`config.mk`:
```
export PLATFORM = sky130hd
export DESIGN_NAME = t2c_timer2
export DESIGN_NICKNAME = d
export VERILOG_FILES = /design/src/include/t2c_pkg.sv /design/src/rtl/t2c_capture_channel.sv /design/src/rtl/t2c_timer2.sv
export SDC_FILE = /design/constraint.sdc
export NUM_CORES = 1
export LEC_CHECK = 0
export BUFFER_PORTS_ARGS = -buffer_cell sky130_fd_sc_hd__buf_2
export CAP_MARGIN = 0
export CORE_ASPECT_RATIO = 0.75
export CORE_MARGIN = 2
export CORE_UTILIZATION = 29
export CTS_BUF_LIST = sky130_fd_sc_hd__clkbuf_8 sky130_fd_sc_hd__clkbuf_16
export CTS_CLUSTER_DIAMETER = 60
export DETAILED_ROUTE_END_ITERATION = 10
export PLACE_DENSITY = 0.49
export SETUP_SLACK_MARGIN = 0.3
export SYNTH_ARGS = -nofsm -noshare
export SYNTH_HDL_FRONTEND = slang
export SYNTH_SLANG_ARGS = --single-unit
```
`constraint.sdc`:
```
create_clock -name i_clk -period 5.2 [get_ports i_clk]
set_clock_uncertainty 0.1 [all_clocks]
set_input_delay 1.04 -clock i_clk [delete_from_list [all_inputs] [get_ports i_clk]]
set_output_delay 1.04 -clock i_clk [all_outputs]
set_load 0.005 [all_outputs]
```
`src/include/t2c_pkg.sv`:
```
package t2c_pkg;

  // Register indices; the byte address of each register is four times its index.
  localparam logic [7:0] IDX_TCON   = 8'hc8;
  localparam logic [7:0] IDX_TMOD   = 8'hc9;
  localparam logic [7:0] IDX_RCL    = 8'hca;
  localparam logic [7:0] IDX_RCH    = 8'hcb;
  localparam logic [7:0] IDX_CNTL   = 8'hcc;
  localparam logic [7:0] IDX_CNTH   = 8'hcd;
  localparam logic [7:0] IDX_CAPA   = 8'h92;
  localparam logic [7:0] IDX_CAPB   = 8'h93;
  localparam logic [7:0] IDX_CAPC   = 8'h94;
  localparam logic [7:0] IDX_CAP0L  = 8'he0;
  localparam logic [7:0] IDX_CAPEND = 8'he5;
  localparam logic [7:0] IDX_IRQEN  = 8'he8;

  localparam int ADDR_W = 10;
  localparam int NCH    = 3;
  localparam int EDGE_W = 2 * NCH;

  // Field positions.
  localparam int TCON_FLAG   = 7;
  localparam int TCON_RUN    = 2;
  localparam int TCON_MODE   = 0;
  localparam int TMOD_RELOAD_EN = 7;
  localparam int TMOD_DIV    = 4;
  localparam int TMOD_CAPCLR = 3;
  localparam int TMOD_CMPCLR = 2;
  localparam int TMOD_TRIG   = 0;
  localparam int CAPA_EN     = 4;
  localparam int CAPA_FLAG   = 0;
  localparam int CAPB_EDGE   = 0;
  localparam int CAPC_FEN    = 4;
  localparam int CAPC_CAPCLR = 3;
  localparam int IRQ_TIMER   = 0;
  localparam int IRQ_CAP     = 2;
  localparam int IRQ_GLOBAL  = 7;

  localparam logic [7:0]  RST_BYTE  = 8'h00;
  localparam logic [15:0] CNT_ZERO  = 16'h0000;
  localparam logic [15:0] CNT_MAX   = 16'hffff;
  localparam logic        MODE_RELOAD  = 1'h0;
  localparam logic        MODE_COMPARE = 1'h1;
  localparam logic [1:0]  TRIG_OVF  = 2'h0;
  localparam logic [1:0]  RESP_OKAY   = 2'h0;
  localparam logic [1:0]  RESP_SLVERR = 2'h2;

  // Glitch filter length in system clock cycles.
  localparam int FILTER_CYCLES = 4;

  typedef enum logic [1:0] {
    T2C_EDGE_RISE = 2'b00,
    T2C_EDGE_FALL = 2'b01,
    T2C_EDGE_ANY  = 2'b10
  } t2c_edge_t;

  // Last prescaler count before a tick for each divider code.
  function automatic logic [8:0] t2c_div_last(input logic [2:0] code);
    case (code)
      3'h0:    t2c_div_last = 9'h000;
      3'h1:    t2c_div_last = 9'h003;
      3'h2:    t2c_div_last = 9'h00f;
      3'h3:    t2c_div_last = 9'h01f;
      3'h4:    t2c_div_last = 9'h03f;
      3'h5:    t2c_div_last = 9'h07f;
      3'h6:    t2c_div_last = 9'h0ff;
      default: t2c_div_last = 9'h1ff;
    endcase
  endfunction

  function automatic logic [7:0] t2c_cap_idx(input int ch, input logic hi);
    t2c_cap_idx = IDX_CAP0L + 8'(2 * ch) + {7'h00, hi};
  endfunction

  function automatic logic t2c_mapped(input logic [7:0] idx);
    t2c_mapped = (idx == IDX_TCON) || (idx == IDX_TMOD) || (idx == IDX_RCL) ||
                 (idx == IDX_RCH) || (idx == IDX_CNTL) || (idx == IDX_CNTH) ||
                 (idx == IDX_CAPA) || (idx == IDX_CAPB) || (idx == IDX_CAPC) ||
                 (idx == IDX_IRQEN) || ((idx >= IDX_CAP0L) && (idx <= IDX_CAPEND));
  endfunction

endpackage

```
`src/rtl/t2c_capture_channel.sv`:
```
`timescale 1ns/1ps
module t2c_capture_channel (
  // Clock and reset.
  input  wire logic       i_clk,
  input  wire logic       i_rst,
  // Pin and configuration.
  input  wire logic       i_pin,
  input  wire logic       i_enable,
  input  wire logic       i_filter_en,
  input  wire logic [1:0] i_edge_sel,
  // Capture event pulse.
  output logic            o_event
);

  logic       sync1;
  logic       sync2;
  logic       filt_level;
  logic       prev_level;
  logic [1:0] filt_cnt;
  logic       edge_hit;

  always_ff @(posedge i_clk) begin
    if (i_rst) begin
      sync1 <= 1'h0;
      sync2 <= 1'h0;
    end else begin
      sync1 <= i_pin;
      sync2 <= sync1;
    end
  end

  // A new level is accepted only after it has stood for the full filter length.
  always_ff @(posedge i_clk) begin
    if (i_rst) begin
      filt_cnt   <= 2'h0;
      filt_level <= 1'h0;
    end else if (!i_filter_en || (sync2 == filt_level)) begin
      filt_cnt   <= 2'h0;
      filt_level <= sync2;
    end else if (filt_cnt == 2'(t2c_pkg::FILTER_CYCLES - 1)) begin
      filt_cnt   <= 2'h0;
      filt_level <= sync2;
    end else begin
      filt_cnt <= filt_cnt + 2'h1;
    end
  end

  always_comb begin
    unique case (t2c_pkg::t2c_edge_t'(i_edge_sel))
      t2c_pkg::T2C_EDGE_RISE: edge_hit = filt_level && !prev_level;
      t2c_pkg::T2C_EDGE_FALL: edge_hit = !filt_level && prev_level;
      default:                edge_hit = filt_level != prev_level;
    endcase
  end

  always_ff @(posedge i_clk) begin
    if (i_rst) begin
      prev_level <= 1'h0;
      o_event    <= 1'h0;
    end else begin
      prev_level <= filt_level;
      o_event    <= i_enable && edge_hit;
    end
  end
endmodule // t2c_capture_channel

```
`src/rtl/t2c_timer2.sv`:
```
// Design decision made here: the AXI4-Lite interface to the registers.
`timescale 1ns/1ps
module t2c_timer2 (
  // Clock and reset.
  input  wire logic                        i_clk,
  input  wire logic                        i_rst,
  // AXI4-Lite write address.
  input  wire logic                        i_awvalid,
  output logic                             o_awready,
  input  wire logic [t2c_pkg::ADDR_W-1:0]  i_awaddr,
  // AXI4-Lite write data.
  input  wire logic                        i_wvalid,
  output logic                             o_wready,
  input  wire logic [31:0]                 i_wdata,
  input  wire logic [3:0]                  i_wstrb,
  // AXI4-Lite write response.
  output logic                             o_bvalid,
  input  wire logic                        i_bready,
  output logic [1:0]                       o_bresp,
  // AXI4-Lite read address.
  input  wire logic                        i_arvalid,
  output logic                             o_arready,
  input  wire logic [t2c_pkg::ADDR_W-1:0]  i_araddr,
  // AXI4-Lite read data.
  output logic                             o_rvalid,
  input  wire logic                        i_rready,
  output logic [31:0]                      o_rdata,
  output logic [1:0]                       o_rresp,
  // Capture pins.
  input  wire logic [t2c_pkg::NCH-1:0]     i_capture_input,
  // Interrupt requests.
  output logic                             o_timer_irq,
  output logic                             o_capture_irq
);

  localparam int NCH = t2c_pkg::NCH;

  // Bus state.
  logic       aw_full;
  logic       w_full;
  logic [7:0] aw_idx;
  logic [7:0] wd;
  logic       w_lane0;
  logic       wr_go;
  logic       wr_en;
  logic [7:0] rd_idx;
  logic [7:0] rd_byte;

  // Control and configuration.
  logic                  run_bit;
  logic                  compare_reload_select;
  logic                  overflow_match_flag;
  logic                  reload_enable;
  logic [2:0]            prescale_select;
  logic                  capture_auto_clear;
  logic                  match_auto_clear;
  logic [1:0]            reload_trigger_select;
  logic [7:0]            reload_compare_high;
  logic [7:0]            reload_compare_low;
  logic [NCH-1:0]        capture_channel_enable;
  logic [NCH-1:0]        capture_flag;
  logic [t2c_pkg::EDGE_W-1:0] capture_edge_select;
  logic [NCH-1:0]        noise_filter_enable;
  logic                  timer_irq_enable;
  logic                  capture_irq_enable;
  logic                  global_irq_enable;

  // Counter and capture state.
  logic [7:0]     count_high_byte;
  logic [7:0]     count_low_byte;
  logic [15:0]    count;
  logic [15:0]    reload_value;
  logic [15:0]    next_count;
  logic [7:0]     captured_high [NCH];
  logic [7:0]     captured_low  [NCH];
  logic [NCH-1:0] cap_evt;
  logic           any_cap;
  logic [8:0]     pre_cnt;
  logic           tick;
  logic           cnt_tick;
  logic           ovf;
  logic           match;
  logic           trig_cap;
  logic           reload_mode;

  assign wr_go        = aw_full && w_full && !o_bvalid;
  assign wr_en        = wr_go && w_lane0 && t2c_pkg::t2c_mapped(aw_idx);
  assign rd_idx       = i_araddr[t2c_pkg::ADDR_W-1:2];
  assign count        = {count_high_byte, count_low_byte};
  assign reload_value = {reload_compare_high, reload_compare_low};
  assign any_cap      = |cap_evt;
  assign reload_mode  = compare_reload_select == t2c_pkg::MODE_RELOAD;

  // Write address and data are held until both have arrived, then answered.
  always_ff @(posedge i_clk) begin
    if (i_rst) begin
      o_awready <= 1'h1;
      o_wready  <= 1'h1;
      o_bvalid  <= 1'h0;
      o_bresp   <= t2c_pkg::RESP_OKAY;
      aw_full   <= 1'h0;
      w_full    <= 1'h0;
      aw_idx    <= t2c_pkg::RST_BYTE;
      wd        <= t2c_pkg::RST_BYTE;
      w_lane0   <= 1'h0;
    end else begin
      if (i_awvalid && o_awready) begin
        aw_full   <= 1'h1;
        o_awready <= 1'h0;
        aw_idx    <= i_awaddr[t2c_pkg::ADDR_W-1:2];
      end
      if (i_wvalid && o_wready) begin
        w_full   <= 1'h1;
        o_wready <= 1'h0;
        wd       <= i_wdata[7:0];
        w_lane0  <= i_wstrb[0];
      end
      if (wr_go) begin
        aw_full  <= 1'h0;
        w_full   <= 1'h0;
        o_bvalid <= 1'h1;
        o_bresp  <= t2c_pkg::t2c_mapped(aw_idx) ? t2c_pkg::RESP_OKAY : t2c_pkg::RESP_SLVERR;
      end
      if (o_bvalid && i_bready) begin
        o_bvalid  <= 1'h0;
        o_awready <= 1'h1;
        o_wready  <= 1'h1;
      end
    end
  end

  always_comb begin
    rd_byte = t2c_pkg::RST_BYTE;
    case (rd_idx)
      t2c_pkg::IDX_TCON:  rd_byte = {overflow_match_flag, 4'h0, run_bit, 1'h0,
                                     compare_reload_select};
      t2c_pkg::IDX_TMOD:  rd_byte = {reload_enable, prescale_select, capture_auto_clear,
                                     match_auto_clear, reload_trigger_select};
      t2c_pkg::IDX_RCL:   rd_byte = reload_compare_low;
      t2c_pkg::IDX_RCH:   rd_byte = reload_compare_high;
      t2c_pkg::IDX_CNTL:  rd_byte = count_low_byte;
      t2c_pkg::IDX_CNTH:  rd_byte = count_high_byte;
      t2c_pkg::IDX_CAPA:  rd_byte = {1'h0, capture_channel_enable, 1'h0, capture_flag};
      t2c_pkg::IDX_CAPB:  rd_byte = {2'h0, capture_edge_select};
      t2c_pkg::IDX_CAPC:  rd_byte = {1'h0, noise_filter_enable, capture_auto_clear, 3'h0};
      t2c_pkg::IDX_IRQEN: rd_byte = {global_irq_enable, 4'h0, capture_irq_enable, 1'h0,
                                     timer_irq_enable};
      default:            rd_byte = t2c_pkg::RST_BYTE;
    endcase
    for (int i = 0; i < NCH; i++) begin
      if (rd_idx == t2c_pkg::t2c_cap_idx(i, 1'h0)) begin
        rd_byte = captured_low[i];
      end
      if (rd_idx == t2c_pkg::t2c_cap_idx(i, 1'h1)) begin
        rd_byte = captured_high[i];
      end
    end
  end

  always_ff @(posedge i_clk) begin
    if (i_rst) begin
      o_arready <= 1'h1;
      o_rvalid  <= 1'h0;
      o_rdata   <= 32'h0000_0000;
      o_rresp   <= t2c_pkg::RESP_OKAY;
    end else begin
      if (i_arvalid && o_arready) begin
        o_arready <= 1'h0;
        o_rvalid  <= 1'h1;
        o_rdata   <= {24'h00_0000, rd_byte};
        o_rresp   <= t2c_pkg::t2c_mapped(rd_idx) ? t2c_pkg::RESP_OKAY : t2c_pkg::RESP_SLVERR;
      end
      if (o_rvalid && i_rready) begin
        o_rvalid  <= 1'h0;
        o_arready <= 1'h1;
      end
    end
  end

  // Plain configuration fields; flags and counter bytes have their own processes.
  always_ff @(posedge i_clk) begin
    if (i_rst) begin
      run_bit                <= 1'h0;
      compare_reload_select  <= t2c_pkg::MODE_RELOAD;
      reload_enable          <= 1'h0;
      prescale_select        <= 3'h0;
      capture_auto_clear     <= 1'h0;
      match_auto_clear       <= 1'h0;
      reload_trigger_select  <= t2c_pkg::TRIG_OVF;
      reload_compare_high    <= t2c_pkg::RST_BYTE;
      reload_compare_low     <= t2c_pkg::RST_BYTE;
      capture_channel_enable <= '0;
      capture_edge_select    <= '0;
      noise_filter_enable    <= '0;
      timer_irq_enable       <= 1'h0;
      capture_irq_enable     <= 1'h0;
      global_irq_enable      <= 1'h0;
    end else if (wr_en) begin
      case (aw_idx)
        t2c_pkg::IDX_TCON: begin
          run_bit               <= wd[t2c_pkg::TCON_RUN];
          compare_reload_select <= wd[t2c_pkg::TCON_MODE];
        end
        t2c_pkg::IDX_TMOD: begin
          reload_enable         <= wd[t2c_pkg::TMOD_RELOAD_EN];
          prescale_select       <= wd[t2c_pkg::TMOD_DIV +: 3];
          capture_auto_clear    <= wd[t2c_pkg::TMOD_CAPCLR];
          match_auto_clear      <= wd[t2c_pkg::TMOD_CMPCLR];
          reload_trigger_select <= wd[t2c_pkg::TMOD_TRIG +: 2];
        end
        t2c_pkg::IDX_RCL:  reload_compare_low  <= wd;
        t2c_pkg::IDX_RCH:  reload_compare_high <= wd;
        t2c_pkg::IDX_CAPA: capture_channel_enable <= wd[t2c_pkg::CAPA_EN +: NCH];
        t2c_pkg::IDX_CAPB: capture_edge_select <= wd[t2c_pkg::CAPB_EDGE +: t2c_pkg::EDGE_W];
        t2c_pkg::IDX_CAPC: begin
          noise_filter_enable <= wd[t2c_pkg::CAPC_FEN +: NCH];
          capture_auto_clear  <= wd[t2c_pkg::CAPC_CAPCLR];
        end
        t2c_pkg::IDX_IRQEN: begin
          timer_irq_enable   <= wd[t2c_pkg::IRQ_TIMER];
          capture_irq_enable <= wd[t2c_pkg::IRQ_CAP];
          global_irq_enable  <= wd[t2c_pkg::IRQ_GLOBAL];
        end
        default: ;
      endcase
    end
  end

  // Prescaler: one-cycle tick every divided period while the timer runs.
  always_ff @(posedge i_clk) begin
    if (i_rst || !run_bit) begin
      pre_cnt <= 9'h000;
      tick    <= 1'h0;
    end else if (pre_cnt >= t2c_pkg::t2c_div_last(prescale_select)) begin
      pre_cnt <= 9'h000;
      tick    <= 1'h1;
    end else begin
      pre_cnt <= pre_cnt + 9'h001;
      tick    <= 1'h0;
    end
  end

  for (genvar g = 0; g < NCH; g++) begin : g_chan
    t2c_capture_channel u_chan (
      .i_clk       (i_clk),
      .i_rst       (i_rst),
      .i_pin       (i_capture_input[g]),
      .i_enable    (capture_channel_enable[g]),
      .i_filter_en (noise_filter_enable[g]),
      .i_edge_sel  (capture_edge_select[2*g +: 2]),
      .o_event     (cap_evt[g])
    );
  end

  assign cnt_tick = tick && run_bit;
  assign ovf      = cnt_tick && (count == t2c_pkg::CNT_MAX);
  assign match    = cnt_tick && !reload_mode && (count == reload_value);
  assign trig_cap = (reload_trigger_select != t2c_pkg::TRIG_OVF) &&
                    cap_evt[2'(reload_trigger_select - 2'h1)];

  // Later assignments take priority: capture clear beats reload beats counting.
  always_comb begin
    next_count = count;
    if (cnt_tick) begin
      next_count = count + 16'h0001;
    end
    if (match && match_auto_clear) begin
      next_count = t2c_pkg::CNT_ZERO;
    end
    if (reload_mode && reload_enable &&
        ((ovf && (reload_trigger_select == t2c_pkg::TRIG_OVF)) || trig_cap)) begin
      next_count = reload_value;
    end
    if (reload_mode && capture_auto_clear && any_cap) begin
      next_count = t2c_pkg::CNT_ZERO;
    end
  end

  always_ff @(posedge i_clk) begin
    if (i_rst) begin
      count_low_byte  <= t2c_pkg::RST_BYTE;
      count_high_byte <= t2c_pkg::RST_BYTE;
    end else begin
      count_low_byte  <= (wr_en && aw_idx == t2c_pkg::IDX_CNTL) ? wd : next_count[7:0];
      count_high_byte <= (wr_en && aw_idx == t2c_pkg::IDX_CNTH) ? wd : next_count[15:8];
    end
  end

  // Hardware only sets the flags; a set in the same cycle as a software clear wins.
  always_ff @(posedge i_clk) begin
    if (i_rst) begin
      overflow_match_flag <= 1'h0;
      capture_flag        <= '0;
    end else begin
      overflow_match_flag <= ((wr_en && aw_idx == t2c_pkg::IDX_TCON) ?
                              wd[t2c_pkg::TCON_FLAG] : overflow_match_flag) ||
                             ovf || match;
      capture_flag <= ((wr_en && aw_idx == t2c_pkg::IDX_CAPA) ?
                       wd[t2c_pkg::CAPA_FLAG +: NCH] : capture_flag) | cap_evt;
    end
  end

  always_ff @(posedge i_clk) begin
    if (i_rst) begin
      for (int i = 0; i < NCH; i++) begin
        captured_low[i]  <= t2c_pkg::RST_BYTE;
        captured_high[i] <= t2c_pkg::RST_BYTE;
      end
    end else begin
      for (int i = 0; i < NCH; i++) begin
        if (cap_evt[i]) begin
          captured_low[i]  <= count_low_byte;
          captured_high[i] <= count_high_byte;
        end
      end
    end
  end

  always_ff @(posedge i_clk) begin
    if (i_rst) begin
      o_timer_irq   <= 1'h0;
      o_capture_irq <= 1'h0;
    end else begin
      o_timer_irq   <= overflow_match_flag && timer_irq_enable && global_irq_enable;
      o_capture_irq <= (|capture_flag) && capture_irq_enable && global_irq_enable;
    end
  end
endmodule // t2c_timer2

```
==> results.json <==
{
  "cpPeakStageDelay_ps": 700,
  "path_delay_family": "compound AO/OA/AOI/OAI gates",
  "die_w_um": 211.3,
  "tns_ps": 0,
  "worstSetupStartpointType": "primary input",
  "cts.hold.buffers_added": 0,
  "cts_buffers": 17,
  "yosysSeqAreaShare_pct": 42.83,
  "first_pass_iters": 5,
  "initial_core_util_pct": 29.65,
  "power.density_nw_per_um2": 283.0,
  "async_reset_ff_share_pct": 0,
  "core_region_area_sq_um": 31530,
  "synth.largest_area_cell": "dfxtp_1",
  "leakage_nw": 3.904,
  "finalHoldViolCount": 0,
  "ir_worst_vdd_v": 0.0001996,
  "ys_warn_count": 0,
  "clk_pin_slew_ps": 70,
  "met1_usage_pct": 25.48,
  "clk_path_buf_depth": 2,
  "die_h_um": 159.5,
  "end_kind": "flip-flop",
  "rsz0062_at_grt": "no",
  "worstPathArrival_ps": 3470,
  "ys_seq_elements": 176,
  "slew_violations": 0,
  "die-area_sq_um": 33710,
  "finalCritPeriodShare_pct": 62.64,
  "setup_slack_ps": 1943,
  "rrSetupSlack_ps": 2230,
  "synth_edf_count": 48,
  "syn2layout_area_growth_pct": 9.596,
  "hp-class": "flip-flop to flip-flop",
  "yosys.cell_types.count": 85,
  "tightest_slew_ps": 1106,
  "globalRoute.totalOverflow": 0,
  "ys.flop_type": "dfxtp_1",
  "nets": 1086,
  "grt-busiest-layer": "met1",
  "cts_max_level": 4,
  "antenna_found_initial": 0,
  "crit_type": "primary input to flip-flop",
  "timing.critical_path.buf_inv": 1,
  "max_freq_ghz": 0.3070,
  "syn_area_sq_um": 9349,
  "reg_top3": "captured_high (24), captured_low (24), pre_cnt (9)",
  "clock_sinks": 176,
  "vias": 7454,
  "root_buffer": "clkbuf_16",
  "synth.top_cell.area_share_pct": 27.41,
  "clk_latency_ps": 450,
  "gp_congestion": 0.8993,
  "dp_hpwl_mm": 19.59,
  "cp-startpoint": "i_araddr[2]",
  "layout_commonest_cell": "dfxtp_1",
  "port_buffers": 51,
  "post-cts-setup-buffers": 0,
  "use_met2_pct": 21.96,
  "outcome": "completed",
  "drt_iter0_markers": 754,
  "cp.required_ps": 5420,
  "grt_max_degree": 70,
  "fin_crit_ps": 3257,
  "avgViaCountPerCell": 5.260,
  "row_count": 56,
  "grt_pass1_wl_mm": 42.48,
  "cp_max_fo": 39,
  "wirelength_mm": 27.40,
  "drtAntennaViolNets": 0,
  "ys_top_cells_by_area": "dfxtp_1 27%, edfxtp_1 15%, mux2i_1 5.8%",
  "drc": 0,
  "drive_above_1_share_pct": 12.17,
  "critical-path-slowest-cell": "buf_2",
  "use_met3_pct": 4.635,
  "pre_cts_ws_ps": 1545,
  "n_antenna_cell": 0,
  "holdCritStartpoint": "g_chan[1].u_chan.filt_cnt[0]",
  "wl_per_cell_um": 19.33,
  "setup_violations": 0,
  "ioPinCount": 109,
  "path_cells": "buf_2, nor2_1, and4_1, a22o_1, o31a_1, a2111oi_0, o41ai_1",
  "cts_tree": "built",
  "max_slew_margin_pct": 26.27,
  "r2r-start": "reload_trigger_select[0]",
  "synth.avg_cell_area_sq_um": 9.377,
  "grt_pass1_vias": 6966,
  "final_cell_mix": "128 x dfxtp_1, 101 x nand2_1, 83 x nor2_1",
  "postSynthCellCount": 997,
  "drv_cap": 0,
  "grt_usage_pct": 16.58,
  "post_cts_resized": 0
}
path summary, 6_finish.rpt:
kind | endpoint | depth (start not counted)
hold / removal | g_chan[1].u_chan.filt_cnt[0] | 1
setup / recovery | o_rdata[2] | 7
setup reg to reg | count_low_byte[7] | 8
hold reg to reg | g_chan[1].u_chan.filt_cnt[0] | 1
cell type report:
type | instances | area [sq um]
Clock buffer | 19 | 464.2
Clock inverter | 12 | 106.4
Fill cell | 3299 | 21280
Inverter | 26 | 97.59
Multi-Input combinational cell | 722 | 4771
Sequential cell | 176 | 4004
Tap cell | 406 | 508.0
Timing Repair Buffer | 56 | 295.3
cell families (layout without fill, tap and decap cells):
logic type      Yosys count  count (layout)  share of synthesized area (%)
fa+ha+maj                21              21                          2.810
buf+inv                 124             113                          7.147
flops                   176             176                          42.83
simple gates            365             365                          20.64
xor+xnor                 37              37                          3.466
mux                      64              64                          6.986
other cells               1              26                        0.04011
compound gates          209             209                          16.09
per-layer routing:
metal	up-vias	wire length [um]
met4	0	482
met5	-	0
li1	3571	-
met1	3589	13810
met2	260	10940
met3	34	2165
where the power goes:
part / total [mW] / leakage, nW / switching, mW / internal [mW]
clock network: 1.27 / 0.283 / 0.571 / 0.699
logic: 0.159 / 2.09 / 0.107 / 0.0522
registers: 1.47 / 1.53 / 0.0349 / 1.44
total: 2.90 / 3.90 / 0.713 / 2.19
metrics by stage:
stage | cell area, sq um | cells | power (mW) | utilization [%] | hold WS [ps]
finish | 10250 | 1417 | 2.899 | 32.50 | 327.5
global route | 10250 | 1417 | 3.004 | 32.50 | 344.5
CTS | 10250 | 1417 | 2.935 | 32.50 | 335.0
detailed placement | 9676 | 1386 | 1.659 | 30.69 | 320.4
global placement | 9676 | 1386 | 1.659 | 30.69 | 320.2
floorplan | 9443 | 1022 | 1.611 | - | 305.6
synthesized netlist by cell type, types with 12 or more instances:
master,number
nor2b_1,12
inv_1,25
a21oi_1,58
nor3_1,17
nand2b_1,12
a221oi_1,13
xnor2_1,34
ha_1,21
and2_1,21
buf_2,16
clkbuf_1,36
nand3_1,43
nor2_1,83
nand4_1,12
o21ai_0,34
edfxtp_1,48
mux2i_1,54
dfxtp_1,128
buf_4,27
nand2_1,101
No activity file was read; power rests on OpenSTA's default activity.
